==> config.mk <==
export PLATFORM = sky130hd
export DESIGN_NAME = ssw_status_word
export DESIGN_NICKNAME = d
export VERILOG_FILES = /design/src/logic/ssw_pkg.sv /design/src/logic/ssw_sync2.sv /design/src/logic/ssw_status_word.sv
export SDC_FILE = /design/constraint.sdc
export NUM_CORES = 1
export LEC_CHECK = 0
export BUFFER_PORTS_ARGS = -buffer_cell sky130_fd_sc_hd__clkbuf_2
export CAP_MARGIN = 20
export CORE_ASPECT_RATIO = 0.6
export CORE_MARGIN = 1.5
export CORE_UTILIZATION = 38
export DETAILED_ROUTE_END_ITERATION = 6
export PLACE_DENSITY = 0.67
export SLEW_MARGIN = 20
export SYNTH_ARGS = -nofsm -noshare
export SYNTH_HDL_FRONTEND = slang
export SYNTH_HIERARCHICAL = 1
export SYNTH_SLANG_ARGS = --single-unit
==> constraint.sdc <==
create_clock -name clock_in -period 1.06 [get_ports clock_in]
set_input_delay 0.159 -clock clock_in [delete_from_list [all_inputs] [get_ports clock_in]]
set_output_delay 0.159 -clock clock_in [all_outputs]
set_load 0.005 [all_outputs]
==> src/logic/ssw_pkg.sv <==
// Package with constants and carrier types for the servo status word block
// Function
// - Bits 0-2 and 4-5 always read one
// - Bits 8 and 15 always read zero
// - Bit 3 shows servo or option alarm
// - Bit 6 power-on-prohibited always zero
// - Bit 7 shows servo warning
// - Bit 9 control request always one
// - Bit 10 set when droop below range
// - Bit 10 forced clear during base off
// - Bit 11 set after home return finishes
// - Absolute system: bit 11 follows servo-on state
// - Bit 11 cleared by stops, servo-off, alarm
// - Bit 11 waits new homing after loss events
// - Bit 11 cleared on direction/address change, homing
// - Bit 12 set when servo on, operable
// - Bit 13 set after amplifier initialization
// - Bit 14 set on operation alarm
package ssw_pkg;

  // ---------------------------------------------------------------
  // Word layout
  // ---------------------------------------------------------------
  localparam int SSW_WORD_W = 16;       // Status word width
  localparam int SSW_DROOP_W = 16;      // Droop count and range width
  localparam int SSW_BIT_FAULT = 3;     // Servo or option alarm
  localparam int SSW_BIT_PON_PROHIB = 6; // Power-on prohibited
  localparam int SSW_BIT_WARN = 7;      // Servo warning
  localparam int SSW_BIT_RSVD8 = 8;     // Fixed zero
  localparam int SSW_BIT_CTRL_REQ = 9;  // Control request
  localparam int SSW_BIT_INPOS = 10;    // In position
  localparam int SSW_BIT_HOME = 11;     // Home return complete
  localparam int SSW_BIT_SON = 12;      // Servo on status
  localparam int SSW_BIT_READY = 13;    // Amplifier ready
  localparam int SSW_BIT_OPERATION_ALARM_FLAG = 14;     // Operation alarm
  localparam int SSW_BIT_RSVD15 = 15;   // Fixed zero

  // Fixed bits: ones at 0..2, 4, 5 and 9; everything else starts at zero
  localparam logic [15:0] SSW_FIXED_ONES = 16'h0237;
  localparam logic [15:0] SSW_FIXED_MASK = 16'h8377;

  // ---------------------------------------------------------------
  // Reset values
  // ---------------------------------------------------------------
  localparam logic [15:0] SSW_WORD_RST = 16'h0000;  // Response word before first request
  localparam logic SSW_NEED_HOME_RST = 1'b1;        // First use needs a home return
  localparam logic SSW_HOMED_RST = 1'b0;            // Not homed after reset
  localparam logic SSW_ABS_EN_RST = 1'b0;           // Absolute system seen off after reset

  // ---------------------------------------------------------------
  // Carrier types
  // ---------------------------------------------------------------
  // Levels from the amplifier pins; synchronised inside the block
  typedef struct packed {
    logic servo_alarm;             // Servo amplifier alarm active
    logic option_alarm;            // Option unit alarm active
    logic servo_warning_flag;      // Servo warning active
    logic base_off;                // Amplifier in base-off state
    logic servo_on_input;          // Servo-on input asserted
    logic emergency_stop_circuit;  // High while the emergency stop circuit is open
    logic forced_stop_circuit;     // High while the forced stop circuit is open
    logic servo_on_state;          // Amplifier in servo-on state
    logic operation_possible;      // Motion operation possible
    logic init_done;               // Amplifier initialization completed
    logic operation_alarm;         // Operation alarm active
    logic abs_system_en;           // Absolute position system in use
  } ssw_levels_t;

  // Homing events from same-clock sequencer logic
  typedef struct packed {
    logic home_return_active;            // Level: home return in progress
    logic home_return_done;              // Pulse: home return finished
    logic absolute_position_lost_alarm;  // Pulse: absolute position lost
    logic absolute_counter_warning;      // Pulse: absolute counter warning
    logic gear_change;                   // Pulse: electronic gear changed
    logic direction_change;              // Pulse: rotation direction selection changed
    logic home_addr_change;              // Pulse: home position address changed
  } ssw_homing_t;

endpackage

==> src/logic/ssw_sync2.sv <==
// Two-stage synchroniser for a bundle of independent levels
`timescale 1ns/100ps
module ssw_sync2 #(
  parameter int WIDTH = 1
) (
  input wire logic clock_in,
  input wire logic sys_rst_in,
  input wire logic [WIDTH-1:0] d_in,
  output logic [WIDTH-1:0] q_out
);

  // ---------------------------------------------------------------
  // Stages
  // ---------------------------------------------------------------
  logic [WIDTH-1:0] meta_r; // First stage, read only by the second

  // Each bit is its own level; no bus coherence is promised across bits
  always_ff @(posedge clock_in or posedge sys_rst_in) begin
    if (sys_rst_in) begin
      meta_r <= '0;
      q_out <= '0;
    end else begin
      meta_r <= d_in;
      q_out <= meta_r;
    end
  end

endmodule

==> src/logic/ssw_status_word.sv <==
// Status word builder returned with each command response
`timescale 1ns/100ps
module ssw_status_word (
  input wire logic clock_in,
  input wire logic sys_rst_in,
  input wire ssw_pkg::ssw_levels_t levels_in,
  input wire ssw_pkg::ssw_homing_t homing_in,
  input wire logic [15:0] droop_pulses_in,
  input wire logic [15:0] inpos_range_in,
  input wire logic response_req_in,
  output logic [15:0] status_word_out,
  output logic response_valid_out
);

  // ---------------------------------------------------------------
  // Input synchronisation
  // ---------------------------------------------------------------
  logic [$bits(ssw_pkg::ssw_levels_t)-1:0] lv_vec; // Synchronised levels as a vector
  ssw_pkg::ssw_levels_t lv;                         // Synchronised levels

  // Pin levels are asynchronous to our clock, so all pass two stages
  ssw_sync2 #(
    .WIDTH($bits(ssw_pkg::ssw_levels_t))
  ) u_sync (
    .clock_in(clock_in),
    .sys_rst_in(sys_rst_in),
    .d_in(levels_in),
    .q_out(lv_vec)
  );

  assign lv = lv_vec;

  // ---------------------------------------------------------------
  // Homing state
  // ---------------------------------------------------------------
  logic need_home_r;   // A fresh home return is owed
  logic need_home_nxt;
  logic homed_r;       // Incremental-mode home return latched
  logic homed_nxt;
  logic abs_en_d_r;    // Previous absolute-enable level for edge detect
  logic abs_en_d_nxt;
  logic loss_event;    // Any event that voids the home position
  logic level_clear;   // Conditions that hold the flag clear
  logic home_flag;     // Home-return-complete as currently seen

  // Events that void the home position, including turning on the absolute system
  always_comb begin
    loss_event = homing_in.absolute_position_lost_alarm | homing_in.absolute_counter_warning
               | homing_in.gear_change | (lv.abs_system_en & ~abs_en_d_r)
               | homing_in.direction_change | homing_in.home_addr_change;
  end

  // Conditions under which the flag reads zero whatever the latches say
  always_comb begin
    level_clear = ~lv.servo_on_input | lv.emergency_stop_circuit | lv.forced_stop_circuit
                | lv.servo_alarm | lv.option_alarm
                | homing_in.home_return_active;
  end

  // Next values of the homing latches
  always_comb begin
    abs_en_d_nxt = lv.abs_system_en;
    // A voiding event wins over a completion in the same cycle
    if (loss_event) begin
      need_home_nxt = 1'b1;
    end else if (homing_in.home_return_done) begin
      need_home_nxt = 1'b0;
    end else begin
      need_home_nxt = need_home_r;
    end
    // Completion is the set and wins over a level clear arriving with it, but not over a voiding event
    if (homing_in.home_return_done & ~loss_event) begin
      homed_nxt = 1'b1;
    end else if (loss_event | level_clear) begin
      homed_nxt = 1'b0;
    end else begin
      homed_nxt = homed_r;
    end
  end

  // Registers of the homing latches; first use owes a home return
  always_ff @(posedge clock_in or posedge sys_rst_in) begin
    if (sys_rst_in) begin
      need_home_r <= ssw_pkg::SSW_NEED_HOME_RST;
      homed_r <= ssw_pkg::SSW_HOMED_RST;
      abs_en_d_r <= ssw_pkg::SSW_ABS_EN_RST;
    end else begin
      need_home_r <= need_home_nxt;
      homed_r <= homed_nxt;
      abs_en_d_r <= abs_en_d_nxt;
    end
  end

  // Flag selection: absolute system follows servo-on, otherwise the latch
  // A voiding event masks the flag in its own cycle too, before the latches catch up,
  // so a response taken right at the event never reports a stale home position
  always_comb begin
    if (lv.abs_system_en) begin
      home_flag = lv.servo_on_state & ~need_home_r & ~level_clear & ~loss_event;
    end else begin
      home_flag = homed_r & ~level_clear & ~loss_event;
    end
  end

  // ---------------------------------------------------------------
  // Word assembly
  // ---------------------------------------------------------------
  logic [15:0] word_now;  // Word built from the present state
  logic in_position;      // Droop inside in-position range

  // Strictly below the range; base off forces it clear
  always_comb begin
    in_position = (droop_pulses_in < inpos_range_in) & ~lv.base_off;
  end

  // Fixed bits first, then the live flags on top
  always_comb begin
    word_now = ssw_pkg::SSW_FIXED_ONES;
    word_now[ssw_pkg::SSW_BIT_FAULT] = lv.servo_alarm | lv.option_alarm;
    word_now[ssw_pkg::SSW_BIT_WARN] = lv.servo_warning_flag;
    word_now[ssw_pkg::SSW_BIT_INPOS] = in_position;
    word_now[ssw_pkg::SSW_BIT_HOME] = home_flag;
    word_now[ssw_pkg::SSW_BIT_SON] = lv.servo_on_state & lv.operation_possible;
    word_now[ssw_pkg::SSW_BIT_READY] = lv.init_done;
    word_now[ssw_pkg::SSW_BIT_OPERATION_ALARM_FLAG] = lv.operation_alarm;
  end

  // ---------------------------------------------------------------
  // Response register
  // ---------------------------------------------------------------
  logic [15:0] word_nxt;  // Next response word
  logic valid_nxt;        // Next response strobe

  // Capture only on a request so the master sees one coherent snapshot
  always_comb begin
    valid_nxt = response_req_in;
    if (response_req_in) begin
      word_nxt = word_now;
    end else begin
      word_nxt = status_word_out;
    end
  end

  // Registered outputs
  always_ff @(posedge clock_in or posedge sys_rst_in) begin
    if (sys_rst_in) begin
      status_word_out <= ssw_pkg::SSW_WORD_RST;
      response_valid_out <= 1'b0;
    end else begin
      status_word_out <= word_nxt;
      response_valid_out <= valid_nxt;
    end
  end
endmodule

Word level (Yosys, flattened, before mapping)
Index checks and enable logic that the tools add are counted.
{"block": "classes", "n_shift": 0, "div": 0, "addsub": 0, "muxes": 5, "multipliers": 0, "magnitude_cmp": 1, "n_reduce_logical": 2, "n_eq_ne": 0, "bitwise_logic": 27}
{"cell": "16-bit less-than comparator", "n": 1}
{"cell": "1-bit OR", "n": 12}
{"cell": "1-bit bitwise AND", "n": 9}
{"cell": "1-bit NOT", "n": 6}
{"cell": "1-bit two-way mux", "n": 5}
{"cell": "2-bit nonzero test", "n": 2}
{"block": "totals", "out_inout_bits": 17, "regBits": 41, "in_bits": 54, "ramBits": 0, "wordCells": 42, "mem_count": 0, "romBits": 0, "latch_bits": 0}

Longest topological paths before layout
Gate-level depths: netlist of run 1.
{"block": "logic_depth", "ltp_word": 10, "depth_mapped": 7, "ltp_nobuf": 7}

Hierarchy
The synthesis of run 1 kept the hierarchy.
{"module": "ssw_status_word", "area_each_um2": 945.9, "instances": 1, "cells_per_inst": 104, "seq_area_each_um2": 301.5}
{"module": "ssw_sync2", "area_each_um2": 604.3, "instances": 1, "cells_per_inst": 25, "seq_area_each_um2": 600.6}

Worst setup path after synthesis of run 1
Ideal clock, no wire load.
{"block": "synth_timing", "path_kind": "input port to flip-flop", "start": "input port inpos_range_in[2]", "end": "register status_word_out[10]", "path_stages": 7, "slack_ns": -0.109, "t_arrival_ns": 1.091, "setup_ns": 0.078, "cell_sequence": "inv_1 ha_1 a211oi_2 o21ai_1 a31oi_1 a31oi_1 o2bb2ai_1"}
{"block": "synth_via", "elab_chain_len": 2}
{"element": "start: declaration", "line": "ssw_status_word.sv:9", "text": "input wire logic [15:0] inpos_range_in,"}
{"element": "16-bit less-than comparator", "line": "ssw_status_word.sv:113", "text": "in_position = (droop_pulses_in < inpos_range_in) & ~lv.base_off;"}
{"element": "1-bit bitwise AND", "line": "ssw_status_word.sv:113"}
{"element": "end signal: assignment", "line": "ssw_status_word.sv:147", "text": "status_word_out <= ssw_pkg::SSW_WORD_RST;"}
{"element": "end signal: assignment", "line": "ssw_status_word.sv:150", "text": "status_word_out <= word_nxt;"}
{"element": "end: declaration", "line": "ssw_status_word.sv:11", "text": "output logic [15:0] status_word_out,"}
No other way between the ends.
A chain may end at the register's enable or synchronous reset.

Worst setup path in the final report of run 1
{"block": "layout_timing", "start": "register u_sync.q_out[5]", "end": "register status_word_out[11]"}
{"block": "layout_via", "elab_chain_len": 8, "elab_cells_between_ends": 10, "cone_classes": "mux: 1; bitwise: 9"}
{"element": "start: declaration", "line": "ssw_sync2.sv:9", "text": "output logic [WIDTH-1:0] q_out"}
{"element": "start signal: assignment", "line": "ssw_sync2.sv:24", "text": "q_out <= meta_r;"}
{"element": "1-bit OR (*)", "line": "ssw_status_word.sv:55", "text": "level_clear = ~lv.servo_on_input | lv.emergency_stop_circuit | lv.forced_stop_circuit"}
{"element": "1-bit OR (*) (2 in a row)", "line": "ssw_status_word.sv:56", "text": "| lv.servo_alarm | lv.option_alarm"}
{"element": "1-bit OR (*)", "line": "ssw_status_word.sv:57", "text": "| homing_in.home_return_active;"}
{"element": "1-bit NOT (*)", "line": "ssw_status_word.sv:99, ssw_status_word.sv:101"}
{"element": "1-bit bitwise AND, on equally long branches (2 in a row)", "line": "ssw_status_word.sv:101, ssw_status_word.sv:99"}
{"element": "1-bit two-way mux (*)", "line": "ssw_status_word.sv:98", "text": "if (lv.abs_system_en) begin"}
Mark *: on every way between the ends. The rest lies on a longest branch, timed or not.

==> results of run 1 <==
routing by layer:
layer,GRT usage,share of wire
met1,0.175,0.42
met2,0.280,0.50
met3,0.0646,0.067
met4,0.0645,0.0070
met5,0,0
timing repair:
item	in CTS	in global routing
endpoints found under the setup margin	2	9
gates cloned	0	0
pin swaps	2	3
hold buffers	13	0
endpoints found under the hold margin	29	0
resized for setup	2	5
stage by stage:
step / total power (uW) / setup WS (ns) / setup TNS [ns] / hold WS [ns] / area [sq um]
final: 2820 / -0.0245 / -0.0245 / 0.106 / 2200
after global routing: 2990 / -0.0847 / -0.0953 / 0.0924 / 2200
after CTS: 2840 / -0.0249 / -0.0249 / 0.0996 / 2170
after detailed placement: 1860 / -0.297 / -0.317 / 0.113 / 1950
after global placement: 1830 / -0.238 / -0.238 / 0.113 / 1950
after floorplan: 1670 / 0.000497 / 0 / 0.0230 / 1600
critical path, cell delays in order (launching register included):
cell and delay [ns]:
dfrtp_1 0.39, nor4b_4 0.33, nand4b_1 0.15, o21ai_1 0.14
report_power, final:
group          total [uW]  internal (uW)  switching [uW]
clock                 933            457             476
sequential           1480           1450            31.4
combinational         405            223             182
layout make-up:
type                            count  share of cell area
Timing Repair Buffer               82               0.224
Clock inverter                      3             0.00854
Tap cell                           47              0.0268
Clock buffer                        5              0.0313
Inverter                           23              0.0393
Multi-Input combinational cell     63               0.259
Sequential cell                    36               0.411
cells by family after synthesis:
group / after synthesis
flops: 36
buf+inv: 32
simple gates: 23
compound gates: 19
fa+ha+maj: 15
mux: 3
other cells: 1
state kept, by name, indices dropped and copies added (netlist names):
name and flops:
homed_r 1, response_valid_out 1, u_sync/meta_r 12, status_word_out 8, u_sync/q_out 12, abs_en_d_r 1
need_home_r 1
final timing paths:
check | from | to | slack [ns] | cells after the start
setup / recovery | u_sync/q_out[5] | status_word_out[11] | -0.02 | 3
hold / removal | homing_in[0] | need_home_r | 0.11 | 3
setup reg to reg | u_sync/q_out[5] | status_word_out[11] | -0.02 | 3
hold reg to reg | u_sync/meta_r[1] | u_sync/q_out[1] | 0.35 | 0
max in group asynchronous | sys_rst_in | status_word_out[9] | 0.30 | 3
min in group asynchronous | sys_rst_in | u_sync/q_out[4] | 0.36 | 3
cells in the mapped netlist:
library cell   n  share of area
nand2_2        1         0.0040
nand2_1        2         0.0048
conb_1         1         0.0024
nand4_1        1         0.0040
nand2b_1       1         0.0040
nor2_1         5          0.012
nand3b_1       1         0.0048
or2_2          1         0.0040
a31oi_1        3          0.012
a211oi_2       1         0.0081
o2bb2ai_1      1         0.0057
nand3_1        4          0.013
inv_1         23          0.056
o21ai_0        5          0.016
nand4b_1       1         0.0057
buf_2          1         0.0032
o22ai_1        1         0.0040
ha_1          15           0.12
dfstp_2        1          0.017
buf_4          8          0.039
dfrtp_1       35           0.56
o21ai_1        3         0.0097
a21oi_1        5          0.016
mux2_2         3          0.022
and4_1         1         0.0057
nor4b_4        1          0.015
nor4_4         1          0.014
nor2b_1        3          0.012
==> flow_metrics.tcl, run 1 <==
set metrics [dict create \
    status "finished, violations left" \
    violations "design-rule violations, negative setup slack" \
    dpl.cell_count 238 \
    ys_warn_count 6 \
    worstPathMaxFanout 2 \
    start_kind "flip-flop" \
    crit_required_ns 1.27 \
    place.gp.congestion 0.749 \
    synthCells 129 \
    setup_viol 1 \
    yosys.area_share.simple 0.103 \
    cp.arrival_ns 1.29 \
    wl_per_cell_microns 11.6 \
    remaining_drc_errors 6 \
    final_common_cell "clkbuf_2" \
    crit_type "reg2reg" \
    synthMuxAreaShare 0.0218 \
    cts_tree "yes" \
    dpl.hpwl_microns 2440 \
    timing.final.crit_period_ns 1.08 \
    fin_skew_ns 0.00642 \
    multi_input_area_sq_um 569 \
    h-tree-depth 2 \
    finalHoldViolCount 0 \
    synth-compound-area-share 0.0718 \
    setup_ws_ns -0.0245 \
    rows 17 \
    seq_area_sq_um 903 \
    rsz0062_at_grt "true" \
    drt-initial-drc-count 57 \
    synthAdderAreaFrac 0.121 \
    gr-total-overflow 0 \
    first_pass_iters 7 \
    postLayoutCoreUtil 0.581 \
    min_path_type "in2reg" \
    synth_seq_cells 36 \
    port_buffers 67 \
    die_area_sq_mm 0.00448 \
    final_cell_mix "67 x clkbuf_2, 34 x dfrtp_1, 20 x inv_1" \
    ios 71 \
    fin_nets 280 \
    synth_xor_area_frac 0 \
    vias 1169 \
    grt_max_degree 19 \
    cts_root_buf "clkbuf_8" \
    area_delta_synth_final_pct 41.8 \
    fp.coreArea_sq_mm 0.00379 \
    post-cts-setup-buffers 0 \
    track_usage 0.159 \
    start_util 0.409 \
    totalWireLength_microns 3000 \
    ys_types 28 \
    ir_drop_uv 986 \
    yosysSeqAreaShare 0.582 \
    clk_pin_slew_ns 0.07 \
    cts_sinks 36 \
    drive_above_1_share 0.462 \
    min_period_over_period 1.02 \
    viasPerCell 4.51 \
    drtAntennaViolNets 0 \
    syn_avg_cell_area_sq_um 12.0 \
    cellLeakagePower_uw 0.00113 \
    clock_latency_ns 0.29 \
    first_global_vias 1174 \
    synthesis.area_sq_mm 0.00155 \
    fill_cells 313 \
    finalNonFillerCells 259 \
    maxCapViolCount 0 \
    drv_slew 0 \
    end_kind "flip-flop" \
    n_antenna_cell 0 \
    grt_pass1_wl_microns 5140 \
    numCtsBuffers 5 \
    antenna_found_initial 0 \
    die_h_microns 52.5 \
    cts_max_path_buffers 2 \
    synth_top_family_by_area "adder cells" \
    die_w_microns 85.5 \
    max_freq_mhz 922 \
    power_density_mw_per_mm2 1280 \
]
Power figures use the tool's default switching activity.
==> inputs of run 2 (changes only) <==
--- a/config.mk
+++ b/config.mk
@@ -12,7 +12,6 @@
 export CORE_UTILIZATION = 38
 export DETAILED_ROUTE_END_ITERATION = 6
 export PLACE_DENSITY = 0.67
-export SLEW_MARGIN = 20
 export SYNTH_ARGS = -nofsm -noshare
 export SYNTH_HDL_FRONTEND = slang
 export SYNTH_HIERARCHICAL = 1
==> constraint.sdc (replaced) <==
create_clock -name clock_in -period 1.1 [get_ports clock_in]
set_input_delay 0.165 -clock clock_in [delete_from_list [all_inputs] [get_ports clock_in]]
set_output_delay 0.165 -clock clock_in [all_outputs]
set_load 0.005 [all_outputs]
==> flow_metrics.tcl, run 2 (synthesized netlist as in run 1, its figures left out) <==
set metrics [dict create \
    cellLeakagePower_uw 0.00114 \
    fill_cells 331 \
    dpl.hpwl_microns 2030 \
    drtAntennaViolNets 0 \
    violations "design-rule violations" \
    clk_pin_slew_ns 0.07 \
    crit_type "reg2reg" \
    grt_max_degree 25 \
    gr-total-overflow 0 \
    ir_drop_uv 731 \
    start_kind "flip-flop" \
    cts_sinks 36 \
    rsz0062_at_grt "true" \
    n_antenna_cell 0 \
    cts_root_buf "clkbuf_8" \
    min_path_type "in2reg" \
    start_util 0.409 \
    cts_tree "yes" \
    tns_ns 0 \
    drt-initial-drc-count 38 \
    setup_viol 0 \
    fin_nets 282 \
    fp.coreArea_sq_mm 0.00379 \
    area_delta_synth_final_pct 41.5 \
    fin_skew_ns 0.00261 \
    first_pass_iters 6 \
    ios 71 \
    vias 1112 \
    drive_above_1_share 0.439 \
    port_buffers 67 \
    maxCapViolCount 0 \
    totalWireLength_microns 2740 \
    worstPathMaxFanout 4 \
    crit_required_ns 1.30 \
    final_common_cell "clkbuf_2" \
    max_freq_mhz 951 \
    dr.max_layer_used "met3" \
    h-tree-depth 2 \
    top_regs "u_sync/meta_r: 12 flops, u_sync/q_out: 12 flops, status_word_out: 8 flops" \
    first_global_vias 1009 \
    power_uw 2720 \
    clock_latency_ns 0.27 \
    track_usage 0.129 \
    cp.arrival_ns 1.26 \
    grt_pass1_wl_microns 4250 \
    timing.final.crit_period_ns 1.05 \
    power_density_mw_per_mm2 1240 \
    wl_met1_microns 1240 \
    finalHoldViolCount 0 \
    end_kind "flip-flop" \
    antenna_found_initial 0 \
    wl_per_cell_microns 10.5 \
    min_period_over_period 0.956 \
    drv_slew 0 \
    die_area_sq_mm 0.00448 \
    die_w_microns 85.5 \
    cts_max_path_buffers 2 \
    final_cell_mix "66 x clkbuf_2, 35 x dfrtp_1, 22 x inv_1" \
    wl_met2_microns 1310 \
    place.gp.congestion 0.754 \
    numCtsBuffers 5 \
    remaining_drc_errors 6 \
    status "finished, violations left" \
    met3_length_microns 185 \
    viasPerCell 4.26 \
    die_h_microns 52.5 \
    rows 17 \
]
-- run 2: cell types whose count changed in the layout (fill, tap and decap cells not counted), moves of 2 or more --
cell / previous run / this run
ha_4: 4 / 1
ha_1: 11 / 13
clkinv_2: 2 / 0
inv_2: 3 / 0
clkbuf_1: 0 / 2
buf_4: 1 / 3
inv_1: 20 / 22
-- run 2: through the flow --
stage / instance area, sq um / utilization / hold WS, ns / cells / worst slack [ns]
after floorplan: 1570 / - / 0.0290 / 131 / 0.00987
after global placement: 1930 / 0.509 / 0.192 / 238 / -0.150
after detailed placement: 1930 / 0.509 / 0.191 / 238 / -0.194
after CTS: 2150 / 0.567 / 0.120 / 259 / 0.0162
after global routing: 2190 / 0.579 / 0.133 / 261 / -0.0338
final: 2190 / 0.579 / 0.131 / 261 / 0.0487
-- run 2: layout make-up --
cell class                      instances  area, sq um  share of cell area
Clock buffer                            8         90.1              0.0411
Sequential cell                        36          902               0.411
Tap cell                               47         58.8              0.0268
Multi-Input combinational cell         63          539               0.246
Inverter                               23         88.8              0.0405
Timing Repair Buffer                   84          514               0.234
-- run 2: path summary, 6_finish.rpt --
check / startpoint / to / slack [ns] / cells past startpoint
max: u_sync/q_out[0] / status_word_out[11] / 0.05 / 4
min: homing_in[0] / need_home_r / 0.13 / 3
max reg2reg: u_sync/q_out[0] / status_word_out[11] / 0.05 / 4
min reg2reg: u_sync/meta_r[8] / u_sync/q_out[8] / 0.35 / 0
max in group asynchronous: sys_rst_in / need_home_r / 0.33 / 3
min in group asynchronous: sys_rst_in / abs_en_d_r / 0.44 / 3
-- run 2: metal layers --
layer	vias up	global-route usage
met3	0	0.0535
met1	495	0.163
met2	36	0.202
met5	-	0
met4	0	0.0403
li1	581	-
-- run 2: critical path: stages (launching register included) --
cell and delay, ns:
dfrtp_1 0.42, a21oi_2 0.18, nand2_2 0.07, nand4b_1 0.18
o21ai_1 0.13
-- run 2: timing repair --
item / 4_1_cts / 5_1_grt
hold buffers: 13 / 0
setup endpoints to repair: 0 / 2
hold endpoints to repair: 47 / 0
setup buffers: 0 / 2
gates resized for setup: 0 / 9
-- run 2: power breakdown --
group          switching [uW]  internal, uW
combinational             165           216
sequential               27.7          1390
clock                     410           510
total                     604          2120
==> inputs of run 3 (changes only) <==
--- a/config.mk
+++ b/config.mk
@@ -12,6 +12,7 @@
 export CORE_UTILIZATION = 38
 export DETAILED_ROUTE_END_ITERATION = 6
 export PLACE_DENSITY = 0.67
+export RECOVER_POWER = 50
 export SYNTH_ARGS = -nofsm -noshare
 export SYNTH_HDL_FRONTEND = slang
 export SYNTH_HIERARCHICAL = 1
==> flow_metrics.tcl, run 3 (synthesized netlist as in run 1, its figures left out) <==
set metrics [dict create \
    die_h_microns 52.5 \
    postLayoutCellArea_sq_mm 0.00218 \
    n_antenna_cell 0 \
    clock_power_share 0.339 \
    wl_per_cell_microns 10.5 \
    place.gp.congestion 0.754 \
    tightestPinTransition_ns 0.574 \
    p_comb_frac 0.138 \
    p_sw_frac 0.222 \
    timing.final.crit_period_ns 1.05 \
    vias 1112 \
    ios 71 \
    maxCapViolCount 0 \
    crit_type "reg2reg" \
    setup_viol 0 \
    max_freq_mhz 951 \
    remaining_drc_errors 6 \
    h-tree-depth 2 \
    finalHoldViolCount 0 \
    switchingPower_uw 603 \
    dpl.hpwl_microns 2030 \
    drv_slew 0 \
    min_path_type "in2reg" \
    grt_pass1_wl_microns 4250 \
    violations "design-rule violations" \
    rows 17 \
    ir_drop_uv 731 \
    power_uw 2720 \
    cellLeakagePower_uw 0.00113 \
    cts_tree "yes" \
    fill_cells 334 \
    clock_latency_ns 0.27 \
    fp.coreArea_sq_mm 0.00379 \
    track_usage 0.129 \
    status "finished, violations left" \
    start_kind "flip-flop" \
    numCtsBuffers 5 \
    worstPathMaxFanout 4 \
    cts_root_buf "clkbuf_8" \
    clk_pin_slew_ns 0.07 \
    fin_skew_ns 0.00261 \
    cp.arrival_ns 1.26 \
    dpl.cell_count 238 \
    min_period_over_period 0.956 \
    drtAntennaViolNets 0 \
    fin_nets 282 \
    crit_required_ns 1.30 \
    cts_max_path_buffers 2 \
    p_int_uw 2110 \
    cts_sinks 36 \
    area_delta_synth_final_pct 40.4 \
    place_area_sq_mm 0.00193 \
    first_pass_iters 6 \
    top_regs "u_sync/meta_r: 12 flops, u_sync/q_out: 12 flops, status_word_out: 8 flops" \
    power_density_mw_per_mm2 1250 \
    start_util 0.409 \
    port_buffers 67 \
    first_global_vias 1009 \
    end_kind "flip-flop" \
    viasPerCell 4.26 \
    rsz0062_at_grt "true" \
    drive_above_1_share 0.435 \
    die_w_microns 85.5 \
    grt_max_degree 25 \
    finalNonFillerCells 261 \
    drt-initial-drc-count 38 \
    die_area_sq_mm 0.00448 \
    antenna_found_initial 0 \
    final_common_cell "clkbuf_2" \
    final_cell_mix "66 x clkbuf_2, 35 x dfrtp_1, 22 x inv_1" \
    seqPwrFrac 0.523 \
    totalWireLength_microns 2740 \
    gr-total-overflow 0 \
    slew_headroom 0.618 \
]
[run 3: final cells by class]
cell class,instances,area [sq um],share of cell area
flip-flops and latches,36,902,0.414
multi-input cells,63,539,0.248
repair buffers,84,498,0.229
clock buffers,8,90.1,0.0414
inverters,23,88.8,0.0408
well taps,47,58.8,0.0270
[run 3: worst paths after layout]
path,start,to,slack [ns],cells after the start
max in group asynchronous,sys_rst_in,u_sync/q_out[11],0.15,4
hold / removal,homing_in[0],need_home_r,0.13,3
min in group asynchronous,sys_rst_in,abs_en_d_r,0.43,3
setup / recovery,u_sync/q_out[0],status_word_out[11],0.05,4
setup reg to reg,u_sync/q_out[0],status_word_out[11],0.05,4
hold reg to reg,u_sync/meta_r[8],u_sync/q_out[8],0.35,0
[run 3: power by group through the flow]
stage	combinational, uW	clock, uW	sequential (uW)
2_1_floorplan	161	0	1440
3_3_place_gp	320	0	1450
3_5_place_dp	322	0	1450
4_1_cts	361	968	1420
5_1_grt	426	1030	1430
6_report	374	920	1420
[run 3: stage by stage]
| stage | setup slack, ns | utilization | hold WS (ns) | setup TNS, ns |
|---|---|---|---|---|
| after floorplan | 0.00987 | - | 0.0290 | 0 |
| after global placement | -0.150 | 0.509 | 0.192 | -0.150 |
| after detailed placement | -0.194 | 0.509 | 0.191 | -0.194 |
| after CTS | 0.0162 | 0.567 | 0.120 | 0 |
| after global routing | -0.0338 | 0.575 | 0.133 | -0.0593 |
| final | 0.0487 | 0.575 | 0.131 | 0 |
[run 3: worst max-delay path, stage by stage, from the launching register on]
cell	delay [ns]
dfrtp_1	0.42
a21oi_2	0.18
nand2_2	0.07
nand4b_1	0.18
o21ai_1	0.13
[run 3: repair_timing]
action,CTS,global route
endpoints found under the hold margin,47,0
setup buffers,0,2
setup endpoints to repair,0,2
resized for setup,0,9
hold buffers,13,0
[run 3: per-layer routing]
layer	vias to the layer above	share of wire	global-route usage	wire length (microns)
li1	581	-	-	-
met5	-	0	0	0
met1	495	0.45	0.163	1250
met3	0	0.067	0.0535	185
met2	36	0.48	0.202	1310
met4	0	0	0.0403	0
